$ cat config.mk
export PLATFORM = sky130hd
export DESIGN_NAME = edge_timing_control
export DESIGN_NICKNAME = d
export VERILOG_FILES = /design/src/common/edge_timing_pkg.sv /design/src/verilog/edge_timing_control.sv
export SDC_FILE = /design/constraint.sdc
export NUM_CORES = 1
export LEC_CHECK = 0
export CAP_MARGIN = 20
export CORE_MARGIN = 2
export CORE_UTILIZATION = 60
export DETAILED_ROUTE_END_ITERATION = 6
export DONT_BUFFER_PORTS = 1
export PLACE_DENSITY = 0.84
export SYNTH_ARGS = -nofsm -noshare
export SYNTH_HDL_FRONTEND = slang
export SYNTH_SLANG_ARGS = --single-unit
$ cat constraint.sdc
create_clock -name clk -period 1.42 [get_ports clk]
set_input_delay 0.142 -clock clk [delete_from_list [all_inputs] [get_ports clk]]
set_output_delay 0.142 -clock clk [all_outputs]
set_load 0.02 [all_outputs]
$ cat src/common/edge_timing_pkg.sv
// package: register map, field layout and source codes of the edge timing control block
package edge_timing_pkg;

    // register offsets (byte addresses, one word each)
    localparam logic [7:0] ctrl_ofs   = 8'h00;
    localparam logic [7:0] status_ofs = 8'h04;
    localparam logic [7:0] mask_ofs   = 8'h08;

    // control field positions
    localparam int first_stat_pos = 24;
    localparam int second_mode_pos = 23;
    localparam int second_pol_pos = 22;
    localparam int second_sel_lsb = 18;
    localparam int module_on_pos = 15;
    localparam int idle_stop_pos = 13;
    localparam int time_gen_pos = 12;
    localparam int edge_gate_pos = 11;
    localparam int discharge_pos = 10;

    // writable bits of the control register; all others read zero
    localparam logic [31:0] ctrl_wmask  = 32'h01ffbc00;
    localparam logic [31:0] ctrl_reset  = 32'h00000000;

    // interrupt status bit positions
    localparam int irq_first_pos  = 0;
    localparam int irq_second_pos = 1;
    localparam logic [1:0] irq_reset = 2'h0;

    // second-edge source codes
    localparam logic [3:0] sel_comp_two = 4'he;
    localparam logic [3:0] sel_reserved = 4'hf;
    localparam int num_sources = 15;

    // decoded control fields
    typedef struct packed {
        logic       first_stat;
        logic       second_mode;
        logic       second_pol;
        logic [3:0] second_sel;
        logic       module_on;
        logic       idle_stop;
        logic       time_gen;
        logic       edge_gate;
        logic       discharge;
    } ctrl_fields_t;

    // register bus request
    typedef struct packed {
        logic [7:0]  addr;
        logic [31:0] wdata;
        logic        wr;
        logic        rd;
    } bus_req_t;

endpackage : edge_timing_pkg

$ cat src/verilog/edge_timing_control.sv
// edge timing control: control register, edge selection, detection and interrupt
//
// Functional notes
// - first-edge flag set by edge, software writable
// - mode bit selects edge or level sensing
// - polarity bit selects rising or falling response
// - four-bit field picks second-edge source
// - module runs only while enable set
// - stop-in-idle halts module during idle
// - delay generation only while enable set
// - edge gate blocks all edges when clear
// - unimplemented bits ignore writes, read zero
`timescale 1ns/100ps
module edge_timing_control
    import edge_timing_pkg::*;
(
    // clock and reset
    input  wire logic        clk,
    input  wire logic        nrst,
    // register port
    input  wire bus_req_t    bus_req,
    output logic [31:0]      rdata_q,
    // system state
    input  wire logic        idle_mode,
    // first-edge qualified event from the first-edge selector
    input  wire logic        first_edge_event,
    // second-edge sources
    input  wire logic        timer_event,
    input  wire logic        compare_event,
    input  wire logic [6:0]  edge_pins,
    input  wire logic [2:0]  capture_events,
    input  wire logic        periph_clk_level,
    input  wire logic        comparator_one_output,
    input  wire logic        comparator_two_output,
    // block outputs
    output logic             module_active_q,
    output logic             second_edge_q,
    output logic             delay_gen_q,
    output logic             discharge_sink_q,
    output logic             irq_q
);

    logic [31:0]  ctrl_q;
    ctrl_fields_t f;
    logic [1:0]   irq_stat_q;
    logic [1:0]   irq_mask_q;
    logic [num_sources-1:0] src_raw;
    logic [num_sources-1:0] sync1_q;
    logic [num_sources-1:0] sync2_q;
    logic         sel_q;
    logic         sel_prev_q;
    logic         running;
    logic         gate_open;
    logic         active_lvl;
    logic         edge_hit;
    logic         second_evt;
    logic         first_evt;
    logic         wr_ctrl;

    // field view of the control register
    assign f.first_stat  = ctrl_q[first_stat_pos];
    assign f.second_mode = ctrl_q[second_mode_pos];
    assign f.second_pol  = ctrl_q[second_pol_pos];
    assign f.second_sel  = ctrl_q[second_sel_lsb +: 4];
    assign f.module_on   = ctrl_q[module_on_pos];
    assign f.idle_stop   = ctrl_q[idle_stop_pos];
    assign f.time_gen    = ctrl_q[time_gen_pos];
    assign f.edge_gate   = ctrl_q[edge_gate_pos];
    assign f.discharge   = ctrl_q[discharge_pos];

    assign wr_ctrl = bus_req.wr && (bus_req.addr == ctrl_ofs);

    // module runs while enabled and not halted by idle
    assign running   = f.module_on && !(f.idle_stop && idle_mode);
    assign gate_open = running && f.edge_gate;

    // source vector, index equals select code
    assign src_raw = {comparator_two_output, comparator_one_output, periph_clk_level,
                      capture_events, edge_pins[6:2], edge_pins[0], edge_pins[1],
                      compare_event, timer_event};

    // two-stage synchronisers; the first stage feeds only the second
    always_ff @(posedge clk or negedge nrst) begin
        if (!nrst) begin
            sync1_q <= '0;
            sync2_q <= '0;
        end else begin
            sync1_q <= src_raw;
            sync2_q <= sync1_q;
        end
    end

    // selected source, reserved code reads as a quiet low
    always_ff @(posedge clk or negedge nrst) begin
        if (!nrst) begin
            sel_q      <= 1'b0;
            sel_prev_q <= 1'b0;
        end else begin
            sel_q      <= (f.second_sel == sel_reserved) ? 1'b0 : sync2_q[f.second_sel];
            sel_prev_q <= sel_q;
        end
    end

    // polarity maps the level, mode picks transition or level
    assign active_lvl = f.second_pol ? sel_q : !sel_q;
    assign edge_hit   = f.second_pol ? (sel_q && !sel_prev_q)
                                     : (!sel_q && sel_prev_q);
    assign second_evt = gate_open && (f.second_mode ? edge_hit : active_lvl);
    assign first_evt  = gate_open && first_edge_event;

    // control register; a hardware edge wins over a software clear
    always_ff @(posedge clk or negedge nrst) begin
        if (!nrst) begin
            ctrl_q <= ctrl_reset;
        end else begin
            if (wr_ctrl) begin
                ctrl_q <= bus_req.wdata & ctrl_wmask;
            end
            if (first_evt) begin
                ctrl_q[first_stat_pos] <= 1'b1;
            end
        end
    end

    // block outputs, all registered
    always_ff @(posedge clk or negedge nrst) begin
        if (!nrst) begin
            module_active_q  <= 1'b0;
            second_edge_q    <= 1'b0;
            delay_gen_q      <= 1'b0;
            discharge_sink_q <= 1'b0;
        end else begin
            module_active_q  <= running;
            second_edge_q    <= second_evt;
            // delay generation expects comparator two as source; software sets it
            delay_gen_q      <= running && f.time_gen;
            discharge_sink_q <= f.discharge;
        end
    end

    // sticky interrupt status, write one to clear, set wins
    always_ff @(posedge clk or negedge nrst) begin
        if (!nrst) begin
            irq_stat_q <= irq_reset;
        end else begin
            for (int i = 0; i < 2; i++) begin
                if (bus_req.wr && bus_req.addr == status_ofs && bus_req.wdata[i]) begin
                    irq_stat_q[i] <= 1'b0;
                end
            end
            if (first_evt) begin
                irq_stat_q[irq_first_pos] <= 1'b1;
            end
            if (second_evt) begin
                irq_stat_q[irq_second_pos] <= 1'b1;
            end
        end
    end

    // interrupt mask
    always_ff @(posedge clk or negedge nrst) begin
        if (!nrst) begin
            irq_mask_q <= irq_reset;
        end else if (bus_req.wr && bus_req.addr == mask_ofs) begin
            irq_mask_q <= bus_req.wdata[1:0];
        end
    end

    // level interrupt, one cycle behind the status
    always_ff @(posedge clk or negedge nrst) begin
        if (!nrst) begin
            irq_q <= 1'b0;
        end else begin
            irq_q <= |(irq_stat_q & irq_mask_q);
        end
    end

    // read data one cycle after the strobe, zero otherwise and when unmapped
    always_ff @(posedge clk or negedge nrst) begin
        if (!nrst) begin
            rdata_q <= 32'h00000000;
        end else if (bus_req.rd) begin
            unique case (bus_req.addr)
                ctrl_ofs:   rdata_q <= ctrl_q & ctrl_wmask;
                status_ofs: rdata_q <= {30'h0, irq_stat_q};
                mask_ofs:   rdata_q <= {30'h0, irq_mask_q};
                default:    rdata_q <= 32'h00000000;
            endcase
        end else begin
            rdata_q <= 32'h00000000;
        end
    end

    // unimplemented control bits stay zero in the register at all times
    unimpl_zero_a: assert property (@(posedge clk) disable iff (!nrst)
        (ctrl_q & ~ctrl_wmask) == 32'h0) else $error("unimplemented bits set");

    // gate closed means no second-edge output
    gate_blocks_a: assert property (@(posedge clk) disable iff (!nrst)
        !gate_open |=> !second_edge_q) else $error("edge passed closed gate");

    // disabled module gives no delay generation
    delay_off_a: assert property (@(posedge clk) disable iff (!nrst)
        !f.module_on |=> !delay_gen_q) else $error("delay active while off");

    // idle halt
    idle_halt_a: assert property (@(posedge clk) disable iff (!nrst)
        (f.idle_stop && idle_mode) |=> !module_active_q) else $error("ran in idle");

    // enable follows bit
    module_on_a: assert property (@(posedge clk) disable iff (!nrst)
        (f.module_on && !idle_mode) |=> module_active_q) else $error("not running");

    // first edge sets the flag
    first_flag_a: assert property (@(posedge clk) disable iff (!nrst)
        first_evt |=> f.first_stat) else $error("first flag not set");

    // rising edge mode: event only after low then high
    rise_edge_a: assert property (@(posedge clk) disable iff (!nrst)
        (gate_open && f.second_mode && f.second_pol && sel_q && !sel_prev_q)
        |=> second_edge_q) else $error("rising edge missed");

    // level mode falling: low level gives event
    level_low_a: assert property (@(posedge clk) disable iff (!nrst)
        (gate_open && !f.second_mode && !f.second_pol && !sel_q)
        |=> second_edge_q) else $error("low level missed");

    // reserved code never selects anything
    reserved_sel_a: assert property (@(posedge clk) disable iff (!nrst)
        (f.second_sel == sel_reserved) |=> !sel_q) else $error("reserved source live");

    // second synchroniser stage copies the first, one cycle late
    sync_pipe_a: assert property (@(posedge clk) disable iff (!nrst)
        sync2_q == $past(sync1_q)) else $error("synchroniser skipped a stage");

    // previous sample register trails the selected level by one cycle
    sel_prev_a: assert property (@(posedge clk) disable iff (!nrst)
        sel_prev_q == $past(sel_q)) else $error("previous sample out of step");

    // a closed gate never lets a first edge raise the flag
    gate_first_a: assert property (@(posedge clk) disable iff (!nrst)
        (!gate_open && !wr_ctrl && !f.first_stat) |=> !f.first_stat)
        else $error("first edge passed closed gate");

    // level mode, rising polarity: high level gives the event
    level_high_a: assert property (@(posedge clk) disable iff (!nrst)
        (gate_open && !f.second_mode && f.second_pol && sel_q) |=> second_edge_q)
        else $error("high level missed");

    // level mode, rising polarity: low level stays quiet
    level_off_a: assert property (@(posedge clk) disable iff (!nrst)
        (gate_open && !f.second_mode && f.second_pol && !sel_q) |=> !second_edge_q)
        else $error("low level fired on rising polarity");

    // edge mode, falling polarity: high then low gives the event
    fall_edge_a: assert property (@(posedge clk) disable iff (!nrst)
        (gate_open && f.second_mode && !f.second_pol && !sel_q && sel_prev_q)
        |=> second_edge_q) else $error("falling edge missed");

    // edge mode, rising polarity: anything but a rise stays quiet
    rise_block_a: assert property (@(posedge clk) disable iff (!nrst)
        (f.second_mode && f.second_pol && !(sel_q && !sel_prev_q)) |=> !second_edge_q)
        else $error("edge event without a rise");

    // edge mode with steady settings yields single-cycle pulses only
    edge_single_a: assert property (@(posedge clk) disable iff (!nrst)
        (f.second_mode && second_edge_q && $stable(ctrl_q)) |=> !second_edge_q)
        else $error("edge pulse longer than a cycle");

    // clearing the enable stops the module
    mod_off_a: assert property (@(posedge clk) disable iff (!nrst)
        !f.module_on |=> !module_active_q) else $error("module ran while off");

    // without stop-in-idle the module keeps running through idle
    idle_run_a: assert property (@(posedge clk) disable iff (!nrst)
        (f.module_on && !f.idle_stop) |=> module_active_q)
        else $error("module halted without stop-in-idle");

    // running with the time-generation bit gives delay generation
    delay_on_a: assert property (@(posedge clk) disable iff (!nrst)
        (running && f.time_gen) |=> delay_gen_q) else $error("delay generation missing");

    // time-generation bit clear means no delay generation
    time_generation_enable_off_a: assert property (@(posedge clk) disable iff (!nrst)
        !f.time_gen |=> !delay_gen_q) else $error("delay without enable bit");

    // an idle halt also stops delay generation
    delay_idle_a: assert property (@(posedge clk) disable iff (!nrst)
        (f.idle_stop && idle_mode) |=> !delay_gen_q) else $error("delay ran in idle");

    // discharge sink follows its control bit one cycle later
    discharge_copy_a: assert property (@(posedge clk) disable iff (!nrst)
        discharge_sink_q == $past(f.discharge)) else $error("discharge sink out of step");

    // a qualified first edge raises its status bit
    first_status_a: assert property (@(posedge clk) disable iff (!nrst)
        first_evt |=> irq_stat_q[irq_first_pos]) else $error("first status not set");

    // a qualified second edge raises its status bit
    second_status_a: assert property (@(posedge clk) disable iff (!nrst)
        second_evt |=> irq_stat_q[irq_second_pos]) else $error("second status not set");

    // sticky status holds until software clears it
    stat_hold_a: assert property (@(posedge clk) disable iff (!nrst)
        (irq_stat_q[irq_first_pos] && !(bus_req.wr && bus_req.addr == status_ofs))
        |=> irq_stat_q[irq_first_pos]) else $error("status bit dropped");

    // writing one clears the status bit when no event competes
    stat_clear_a: assert property (@(posedge clk) disable iff (!nrst)
        (bus_req.wr && bus_req.addr == status_ofs && bus_req.wdata[irq_first_pos]
         && !first_evt) |=> !irq_stat_q[irq_first_pos]) else $error("status not cleared");

    // first-edge flag holds unless software rewrites the control word
    flag_hold_a: assert property (@(posedge clk) disable iff (!nrst)
        (f.first_stat && !wr_ctrl) |=> f.first_stat) else $error("first flag dropped");

    // a control write without a competing edge lands as written, masked
    sw_write_a: assert property (@(posedge clk) disable iff (!nrst)
        (wr_ctrl && !first_evt) |=> ctrl_q == $past(bus_req.wdata & ctrl_wmask))
        else $error("control write lost");

    // mask register takes its two bits from a mask write
    mask_write_a: assert property (@(posedge clk) disable iff (!nrst)
        (bus_req.wr && bus_req.addr == mask_ofs) |=> irq_mask_q == $past(bus_req.wdata[1:0]))
        else $error("mask write lost");

    // interrupt is the registered or of unmasked status
    irq_level_a: assert property (@(posedge clk) disable iff (!nrst)
        irq_q == $past(|(irq_stat_q & irq_mask_q))) else $error("interrupt level wrong");

    // read data stand only after a read strobe
    rd_idle_a: assert property (@(posedge clk) disable iff (!nrst)
        !bus_req.rd |=> rdata_q == 32'h00000000) else $error("read data without strobe");

    // control reads never show unimplemented bits
    rd_ctrl_a: assert property (@(posedge clk) disable iff (!nrst)
        (bus_req.rd && bus_req.addr == ctrl_ofs) |=> (rdata_q & ~ctrl_wmask) == 32'h0)
        else $error("unimplemented bits read back");

    // status reads return the sticky bits in the low positions
    rd_status_a: assert property (@(posedge clk) disable iff (!nrst)
        (bus_req.rd && bus_req.addr == status_ofs) |=> rdata_q == {30'h0, $past(irq_stat_q)})
        else $error("status read wrong");

    // unmapped addresses read as zero
    rd_unmapped_a: assert property (@(posedge clk) disable iff (!nrst)
        (bus_req.rd && bus_req.addr != ctrl_ofs && bus_req.addr != status_ofs
         && bus_req.addr != mask_ofs) |=> rdata_q == 32'h00000000)
        else $error("unmapped read not zero");

endmodule : edge_timing_control

* After elaboration in Yosys (flattened, before gate mapping)
Cells that the tools add are included.
** Storage, ports and cells
- Flip-flop bits (word level) :: 87
- Bits of input ports :: 61
** Cells by class
- Reduce and logical (&&, ||, !) cells :: 21
- $lt $le $gt $ge :: 1
- Bitwise operators :: 1
- Mux-type cells :: 14
- Equality and inequality tests :: 3
** Operators by type and width (count)
- 25-bit case mux with 3 select lines :: 1
- 32-bit 2-to-1 mux :: 1
- 25-bit 2-to-1 mux :: 1
- 1-bit logical AND :: 13
- 1-bit 2-to-1 mux :: 10
- 8-bit by 3-bit == test with 1-bit output, second input constant :: 1
- 8-bit by 4-bit == test with 1-bit output, second input constant :: 1
- 8-bit logical NOT :: 1
- 2-bit nonzero test :: 3
- 4-bit by 5-bit < comparator with 1-bit output, second input constant :: 1
- 1-bit binary-select mux with 4-bit select :: 1
- 4-bit == test, second input constant :: 1
- 1-bit logical NOT :: 3
- 2-bit bitwise AND :: 1
- 2-bit OR reduction :: 1

* Logic depth before layout (Yosys ltp)
Gate-level depths: netlist of run 1.
- Depth in word-level cells :: 6
- Depth in mapped cells :: 4

* Worst setup path before layout of run 1
No wires, ideal clock.
- Path type :: input to register
- From :: in bus_req[41] (netlist name)
- To :: reg ctrl_q[10]
- Library setup time :: 0.125 ns
- Buffers on the path :: 1
- Path slack :: 0.106 ns
- Data required time :: 1.295 ns
- Arrival time :: 1.189 ns
- Stages on the path :: 4
- Cells stage by stage :: nor4_4 nand4_4 buf_6 mux2_4
** On the way
- Word-level cells in the longest chain between the ends :: 2
** RTL lines
- from (decl) :: line edge_timing_control.sv:21 : input wire bus_req_t bus_req,
- 8-bit logical NOT :: line edge_timing_control.sv:71 : assign wr_ctrl = bus_req.wr && (bus_req.addr == ctrl_ofs);
- 1-bit logical AND :: line edge_timing_control.sv:71
- to (signal assigned) :: line edge_timing_control.sv:114 : ctrl_q <= ctrl_reset;
- to (signal assigned) :: line edge_timing_control.sv:117 : ctrl_q <= bus_req.wdata & ctrl_wmask;
- to (decl) :: line edge_timing_control.sv:43 : logic [31:0] ctrl_q;
Every way passes these cells.
A chain may end at the register's enable or synchronous reset.

* Worst setup path in the final report of run 1
- From :: reg ctrl_q[18]
- To :: reg sel_q
** On the way
- Word-level cells in the longest chain between the ends :: 3
- Elaborated cells between the ends (all ways) :: 4
- Classes of those cells :: eq/ne (1); mux (3)
** RTL lines
- 1-bit binary-select mux with 4-bit select :: line edge_timing_control.sv:99 : sel_q <= (f.second_sel == sel_reserved) ? 1'b0 : sync2_q[f.second_sel];
- 1-bit 2-to-1 mux (implied by the code) :: line edge_timing_control.sv:99
- 1-bit 2-to-1 mux (*) :: line edge_timing_control.sv:99
- to (signal assigned) :: line edge_timing_control.sv:99
- to (decl) :: line edge_timing_control.sv:50 : logic sel_q;
Every way passes the cells marked *; elsewhere a longest branch is shown, timed or not. The select of a mux whose other input is x is not followed.

==> results.json, run 1 <==
{
  "layout-drive-gt1-share": 0.188,
  "max_cap_violations": 0,
  "synth-seq-cells": 71,
  "fill_cells": 246,
  "numPortBuffers": 0,
  "antenna_found_initial": 0,
  "cts.path.max_buffers": 2,
  "pwr-share-seq": 0.548,
  "mostFrequentLayoutCells": "dfrtp_1, dlygate4sd3_1, and2_1, conb_1, clkbuf_8",
  "hold_violations": 71,
  "final_antenna_net_count": 0,
  "reg2reg_slack_ns": 0.1,
  "grt_pass1_vias": 1533,
  "die_area_um2": 4870,
  "synth_top_family_by_area": "multiplexers",
  "grtUsageTotal": 0.203,
  "grt_overflow": 0,
  "wl_per_cell_um": 16.8,
  "clock_latency_ns": 0.33,
  "critPathKind": "reg2reg",
  "die_w_um": 69.8,
  "fin_crit_sh": 0.932,
  "clock_power_share": 0.397,
  "synth_fa_ha_area_frac": 0,
  "ios": 98,
  "layout.nets": 274,
  "cts_tree": "yes",
  "grt_max_degree": 72,
  "worstSetupStartpoint": "ctrl_q[18]",
  "finClkSkew_ns": 0.00642,
  "synth_area_per_cell_um2": 15.4,
  "power_density_nw_per_um2": 1240,
  "synthXorXnorAreaFrac": 0.00675,
  "path_clk_slew_ns": 0.07,
  "syn_inst": 168,
  "seqCellArea_um2": 1780,
  "core.rowCount": 23,
  "syn_area_um2": 2590,
  "finalPower_w": 0.00392,
  "coreArea_um2": 4090,
  "routed-via-count": 1445,
  "comb_power_share": 0.055,
  "yosysSeqAreaShare": 0.685,
  "die_h_um": 69.8,
  "drtIter0Drc": 63,
  "hp-class": "in2async",
  "via_per_inst": 5.39,
  "slew_violations": 0,
  "slew_headroom": 0.653,
  "synth_compound_area_frac": 0.0371,
  "setup_viol": 0,
  "root_buffer": "clkbuf_8",
  "worst_slew_pin_slew_ns": 0.519,
  "drc": 0,
  "violations": "negative hold slack",
  "diodes": 0,
  "synth_mux_area_frac": 0.111,
  "timing.rr.start": "ctrl_q[18]",
  "cts.htree.levels": 3,
  "cellInternalPower_w": 0.00308,
  "arrival_ns": 1.59,
  "setup.worst_path.end": "sel_q",
  "dp_hpwl_um": 2760,
  "p_leak_nw": 1.51,
  "p_sw_w": 0.000846,
  "crit_required_ns": 1.68,
  "synthSimpleGateAreaFrac": 0.101,
  "yosysWarnings": 0,
  "fmax_mhz": 755,
  "ctsHoldBuffers": 35,
  "tns_ns": 0,
  "worstSetupEndpointType": "register",
  "grt_setup_unrepaired": "false",
  "grt_pass1_wl_um": 7360,
  "dr.pass1.iters": 4,
  "status": "finished with violations",
  "areaGrowthSynthToFinish_pct": 21.7,
  "wirelength_um": 4510,
  "multi_input_area_um2": 724,
  "cts.sinks": 71,
  "initial_core_util": 0.635,
  "holdWs_ns": -0.504,
  "cts_resized": 0,
  "fin_crit_ns": 1.32,
  "swShare": 0.216,
  "irDropWorstVdd_v": 0.00121,
  "cp-start-kind": "register",
  "cts_post_setup_buffers_inserted": 0,
  "numCtsBuffers": 9,
  "gp_congestion": 0.916,
  "synth.distinct_cells": 34,
  "r2r_end": "sel_q",
  "reg2reg_depth": 4,
  "cp_max_fo": 6,
  "final_common_cell": "dfrtp_1"
}
==> power groups by stage <==
stage                     combinational, W  clock [W]  sequential, W
final                             0.000217    0.00156        0.00215
after detailed placement          0.000138          0        0.00219
after floorplan                   0.000159          0        0.00217
after global routing              0.000232    0.00168        0.00216
after CTS                         0.000214    0.00158        0.00215
after global placement            0.000131          0        0.00218
==> metrics by stage <==
| step | hold slack (ns) | cell area (µm²) | util | worst slack (ns) | cells |
|---|---|---|---|---|---|
| after floorplan | -0.154 | 2650 | - | 0.106 | 183 |
| after CTS | -0.518 | 3160 | 0.773 | 0.0803 | 268 |
| after detailed placement | -0.152 | 2610 | 0.639 | 0.106 | 217 |
| after global placement | -0.152 | 2610 | 0.639 | 0.134 | 217 |
| after global routing | -0.526 | 3160 | 0.773 | 0.0256 | 268 |
| final | -0.504 | 3160 | 0.773 | 0.0961 | 268 |
==> sequential cells by signal (all words and copies together) (netlist names) <==
| name | cells |
|---|---|
| delay_gen_q | 1 |
| module_active_q | 1 |
| rdata_q | 16 |
| sel_prev_q | 1 |
| sync2_q | 15 |
| second_edge_q | 1 |
| sync1_q | 15 |
| sel_q | 1 |
| discharge_sink_q | 1 |
| irq_q | 1 |
| ctrl_q | 14 |
| irq_stat_q | 2 |
| irq_mask_q | 2 |
==> cell families after synthesis <==
| group | after synthesis |
|---|---|
| flip-flops | 71 |
| AO/OA/AOI/OAI | 12 |
| buffers and inverters | 21 |
| other | 1 |
| multiplexers | 22 |
| AND/OR/NAND/NOR | 39 |
| XOR/XNOR | 2 |
==> metal layers <==
metal  vias to the layer above  part of all wire  track usage
met4                         0             0.031        0.118
li1                        634                 -            -
met3                        18             0.065       0.0698
met2                        70              0.54        0.351
met5                         -                 0            0
met1                       723              0.37        0.214
==> final cells by class <==
type / count / share of cell area
Clock buffer: 10 / 0.0436
Inverter: 1 / 0.00119
Timing Repair Buffer: 39 / 0.124
Multi-Input combinational cell: 91 / 0.229
Tap cell: 50 / 0.0198
Clock inverter: 6 / 0.0190
Sequential cell: 71 / 0.563
==> synth_stat cells (all sizes together) <==
cell | number | area (µm²)
buf | 18 | 136
a31oi | 2 | 12.5
nor2 | 6 | 22.5
a22o | 2 | 17.5
nor4 | 1 | 21.3
and2 | 16 | 100
o221ai | 1 | 8.76
conb | 1 | 3.75
nand4 | 4 | 40.0
nor2b | 3 | 18.8
a32o | 1 | 10.0
mux2i | 4 | 40.0
dfrtp | 71 | 1780
and3b | 2 | 17.5
a21boi | 1 | 7.51
inv | 1 | 3.75
and4 | 1 | 10.0
and3 | 1 | 6.26
nand3b | 1 | 7.51
a221oi | 1 | 8.76
nand3 | 1 | 5.00
a22oi | 2 | 15.0
nand2 | 2 | 7.51
nand2b | 1 | 6.26
clkbuf | 2 | 10.0
xnor2 | 2 | 17.5
mux4 | 1 | 22.5
o211ai | 1 | 7.51
o2bb2ai | 1 | 8.76
mux2 | 17 | 225
==> critical path, cell delays in order, from the launching register on <==
cell and delay [ns]:
dfrtp_1 0.47, buf_4 0.20, mux2i_1 0.12, a221oi_1 0.32
o2bb2ai_1 0.15
==> worst min-delay path by stage <==
stage          start           to  slack, ns  cells after the start
2_1_floorplan   nrst   ctrl_q[10]      -0.15                      0
3_3_place_gp    nrst  delay_gen_q      -0.15                      0
3_5_place_dp    nrst   ctrl_q[12]      -0.15                      0
4_1_cts         nrst   ctrl_q[18]      -0.52                      0
5_1_grt         nrst  rdata_q[24]      -0.53                      0
6_report        nrst   ctrl_q[12]      -0.50                      0
No activity file was read; power rests on OpenSTA's default activity.
==> inputs of run 2 (changes only) <==
--- a/config.mk
+++ b/config.mk
@@ -6,10 +6,11 @@
 export NUM_CORES = 1
 export LEC_CHECK = 0
+export ABC_CLOCK_PERIOD_IN_PS = 1420
+export BUFFER_PORTS_ARGS = -buffer_cell sky130_fd_sc_hd__buf_4
 export CAP_MARGIN = 20
 export CORE_MARGIN = 2
-export CORE_UTILIZATION = 60
+export CORE_UTILIZATION = 48
 export DETAILED_ROUTE_END_ITERATION = 6
-export DONT_BUFFER_PORTS = 1
-export PLACE_DENSITY = 0.84
+export PLACE_DENSITY = 0.86
 export SYNTH_ARGS = -nofsm -noshare
 export SYNTH_HDL_FRONTEND = slang
==> constraint.sdc (replaced) <==
create_clock -name clk -period 1.42 [get_ports clk]
set_input_delay 0.142 -clock clk [delete_from_list [all_inputs] [get_ports clk]]
set_output_delay 0.142 -clock clk [all_outputs]
set_load 0.01 [all_outputs]
==> run 2 against run 1 <==
  * The run now ends clean
  * Clock skew decreased by 0.00073 ns
  * Clock power decreased by 14%
  * Die area increased by 23%
  * First-iteration DRC count increased by 3.2%
  * Routed wire length decreased by 4.6%
  * Maximum frequency increased by 3.7%
  * Cell count increased by 24%
  * Critical path type unchanged
  * Critical endpoint unchanged
  * Highest routed layer unchanged
==> results.json, run 2 (same netlist as run 1, synthesis figures left out) <==
{
  "instances_no_fill": 333,
  "tns_ns": 0,
  "root_buffer": "clkbuf_8",
  "slowest_delay_ns": 0.52,
  "cts_tree": "yes",
  "arrival_ns": 1.50,
  "wirelength_um": 4310,
  "min_to": "ctrl_q[17]",
  "r2r_end": "sel_q",
  "cts_post_setup_buffers_inserted": 0,
  "path_clk_slew_ns": 0.06,
  "finClkSkew_ns": 0.00569,
  "timing.rr.start": "ctrl_q[18]",
  "layout.nets": 321,
  "min-delay-start": "bus_req[19]",
  "cp_slowest_cell": "mux4_2",
  "worstSetupEndpointType": "register",
  "wl_per_cell_um": 12.9,
  "initial_core_util": 0.502,
  "worstSetupStartpoint": "ctrl_q[18]",
  "post_dp_cell_area_um2": 3140,
  "core.rowCount": 26,
  "grt_max_degree": 53,
  "die_area_um2": 6010,
  "reg2reg_depth": 3,
  "power_density_nw_per_um2": 1090,
  "numPortBuffers": 65,
  "max_cap_violations": 0,
  "path_buf_inv": 0,
  "final_common_cell": "dfrtp_1",
  "die_h_um": 77.5,
  "status": "completed",
  "crit_required_ns": 1.64,
  "clock_latency_ns": 0.33,
  "dpl.cell_count": 303,
  "critPathKind": "reg2reg",
  "grt_overflow": 0,
  "fin_crit_ns": 1.28,
  "final_antenna_net_count": 0,
  "antenna_found_initial": 0,
  "fmax_mhz": 784,
  "gp_congestion": 0.812,
  "via_per_inst": 4.70,
  "numCtsBuffers": 9,
  "areaGrowthSynthToFinish_pct": 33.7,
  "largest-register": "rdata_q",
  "grt_pass1_wl_um": 7140,
  "hp-class": "in2reg",
  "irDropWorstVdd_v": 0.000736,
  "reg_top3": "rdata_q (16), sync1_q (15), sync2_q (15)",
  "p_leak_nw": 1.75,
  "coreArea_um2": 5170,
  "slew_violations": 0,
  "dr.pass1.iters": 4,
  "largest_reg_flops": 16,
  "critical_path.top_delay_family": "multiplexers",
  "design_area_um2": 3470,
  "setup_viol": 0,
  "dp_hpwl_um": 2960,
  "ios": 98,
  "diodes": 0,
  "cp-start-kind": "register",
  "grt_setup_unrepaired": "false",
  "grt_pass1_vias": 1580,
  "drc": 0,
  "crit_path_cell_trace": "mux4_2 > nor2_1 > o2bb2ai_1",
  "cts.path.max_buffers": 2,
  "cts.htree.levels": 3,
  "fin_crit_sh": 0.899,
  "drtIter0Drc": 65,
  "holdPathStages": 2,
  "layout-drive-gt1-share": 0.395,
  "reg2reg_slack_ns": 0.14,
  "routed-via-count": 1566,
  "cp_max_fo": 7,
  "hold_violations": 0,
  "cts.sinks": 71,
  "mostFrequentLayoutCells": "dfrtp_1, buf_4, and2_1, conb_1, dlygate4sd3_1",
  "grtUsageTotal": 0.163,
  "fill_cells": 347,
  "die_w_um": 77.5
}
==> run 2: what timing repair did <==
item / in CTS / in global routing
gates resized for setup: 0 / 1
hold endpoints to repair: 79 / 0
endpoints found under the setup margin: 0 / 1
hold buffers: 16 / 0
==> run 2: layer usage <==
layer	GRT usage	share of wire
met4	0.121	0.040
met2	0.258	0.50
met5	0	0
met1	0.186	0.39
met3	0.0523	0.061
==> run 2: worst max-delay path by stage <==
stage,end,slack [ns],depth (start not counted)
6_report,sel_q,0.14,3
5_1_grt,sel_q,0.04,3
4_1_cts,sel_q,0.03,3
3_5_place_dp,rdata_q[19],0.007,5
3_3_place_gp,rdata_q[18],0.02,5
2_1_floorplan,ctrl_q[10],0.11,4
==> run 2: per-stage QoR <==
| stage | hold WS (ns) | setup slack [ns] | power (W) | util |
|---|---|---|---|---|
| after floorplan | -0.154 | 0.106 | 0.00231 | - |
| after global placement | 0.0293 | 0.0248 | 0.00244 | 0.608 |
| after detailed placement | 0.0338 | 0.00724 | 0.00245 | 0.608 |
| final | 0.0392 | 0.144 | 0.00379 | 0.671 |
| after global routing | 0.0154 | 0.0355 | 0.00399 | 0.671 |
| after CTS | 0.0189 | 0.0298 | 0.00384 | 0.670 |
==> run 2: layout make-up <==
cell class / count / area (µm²) / share of cell area
clock buffer: 13 / 159 / 0.0458
clock inverter: 1 / 5.00 / 0.00144
inverter: 1 / 3.75 / 0.00108
multi-input combinational: 91 / 724 / 0.209
sequential: 71 / 1780 / 0.513
tap: 70 / 87.6 / 0.0253
timing repair buffer: 86 / 711 / 0.205
==> run 2: where the power goes <==
group          switching, W  internal [W]
clock              0.000635      0.000708
sequential        0.0000410       0.00210
combinational      0.000126      0.000177
total              0.000802       0.00299
==> run 2: worst register-to-register path, cell delays in order (launching register included) <==
cell and delay, ns:
dfrtp_2 0.46, mux4_2 0.53, nor2_1 0.10, o2bb2ai_1 0.08
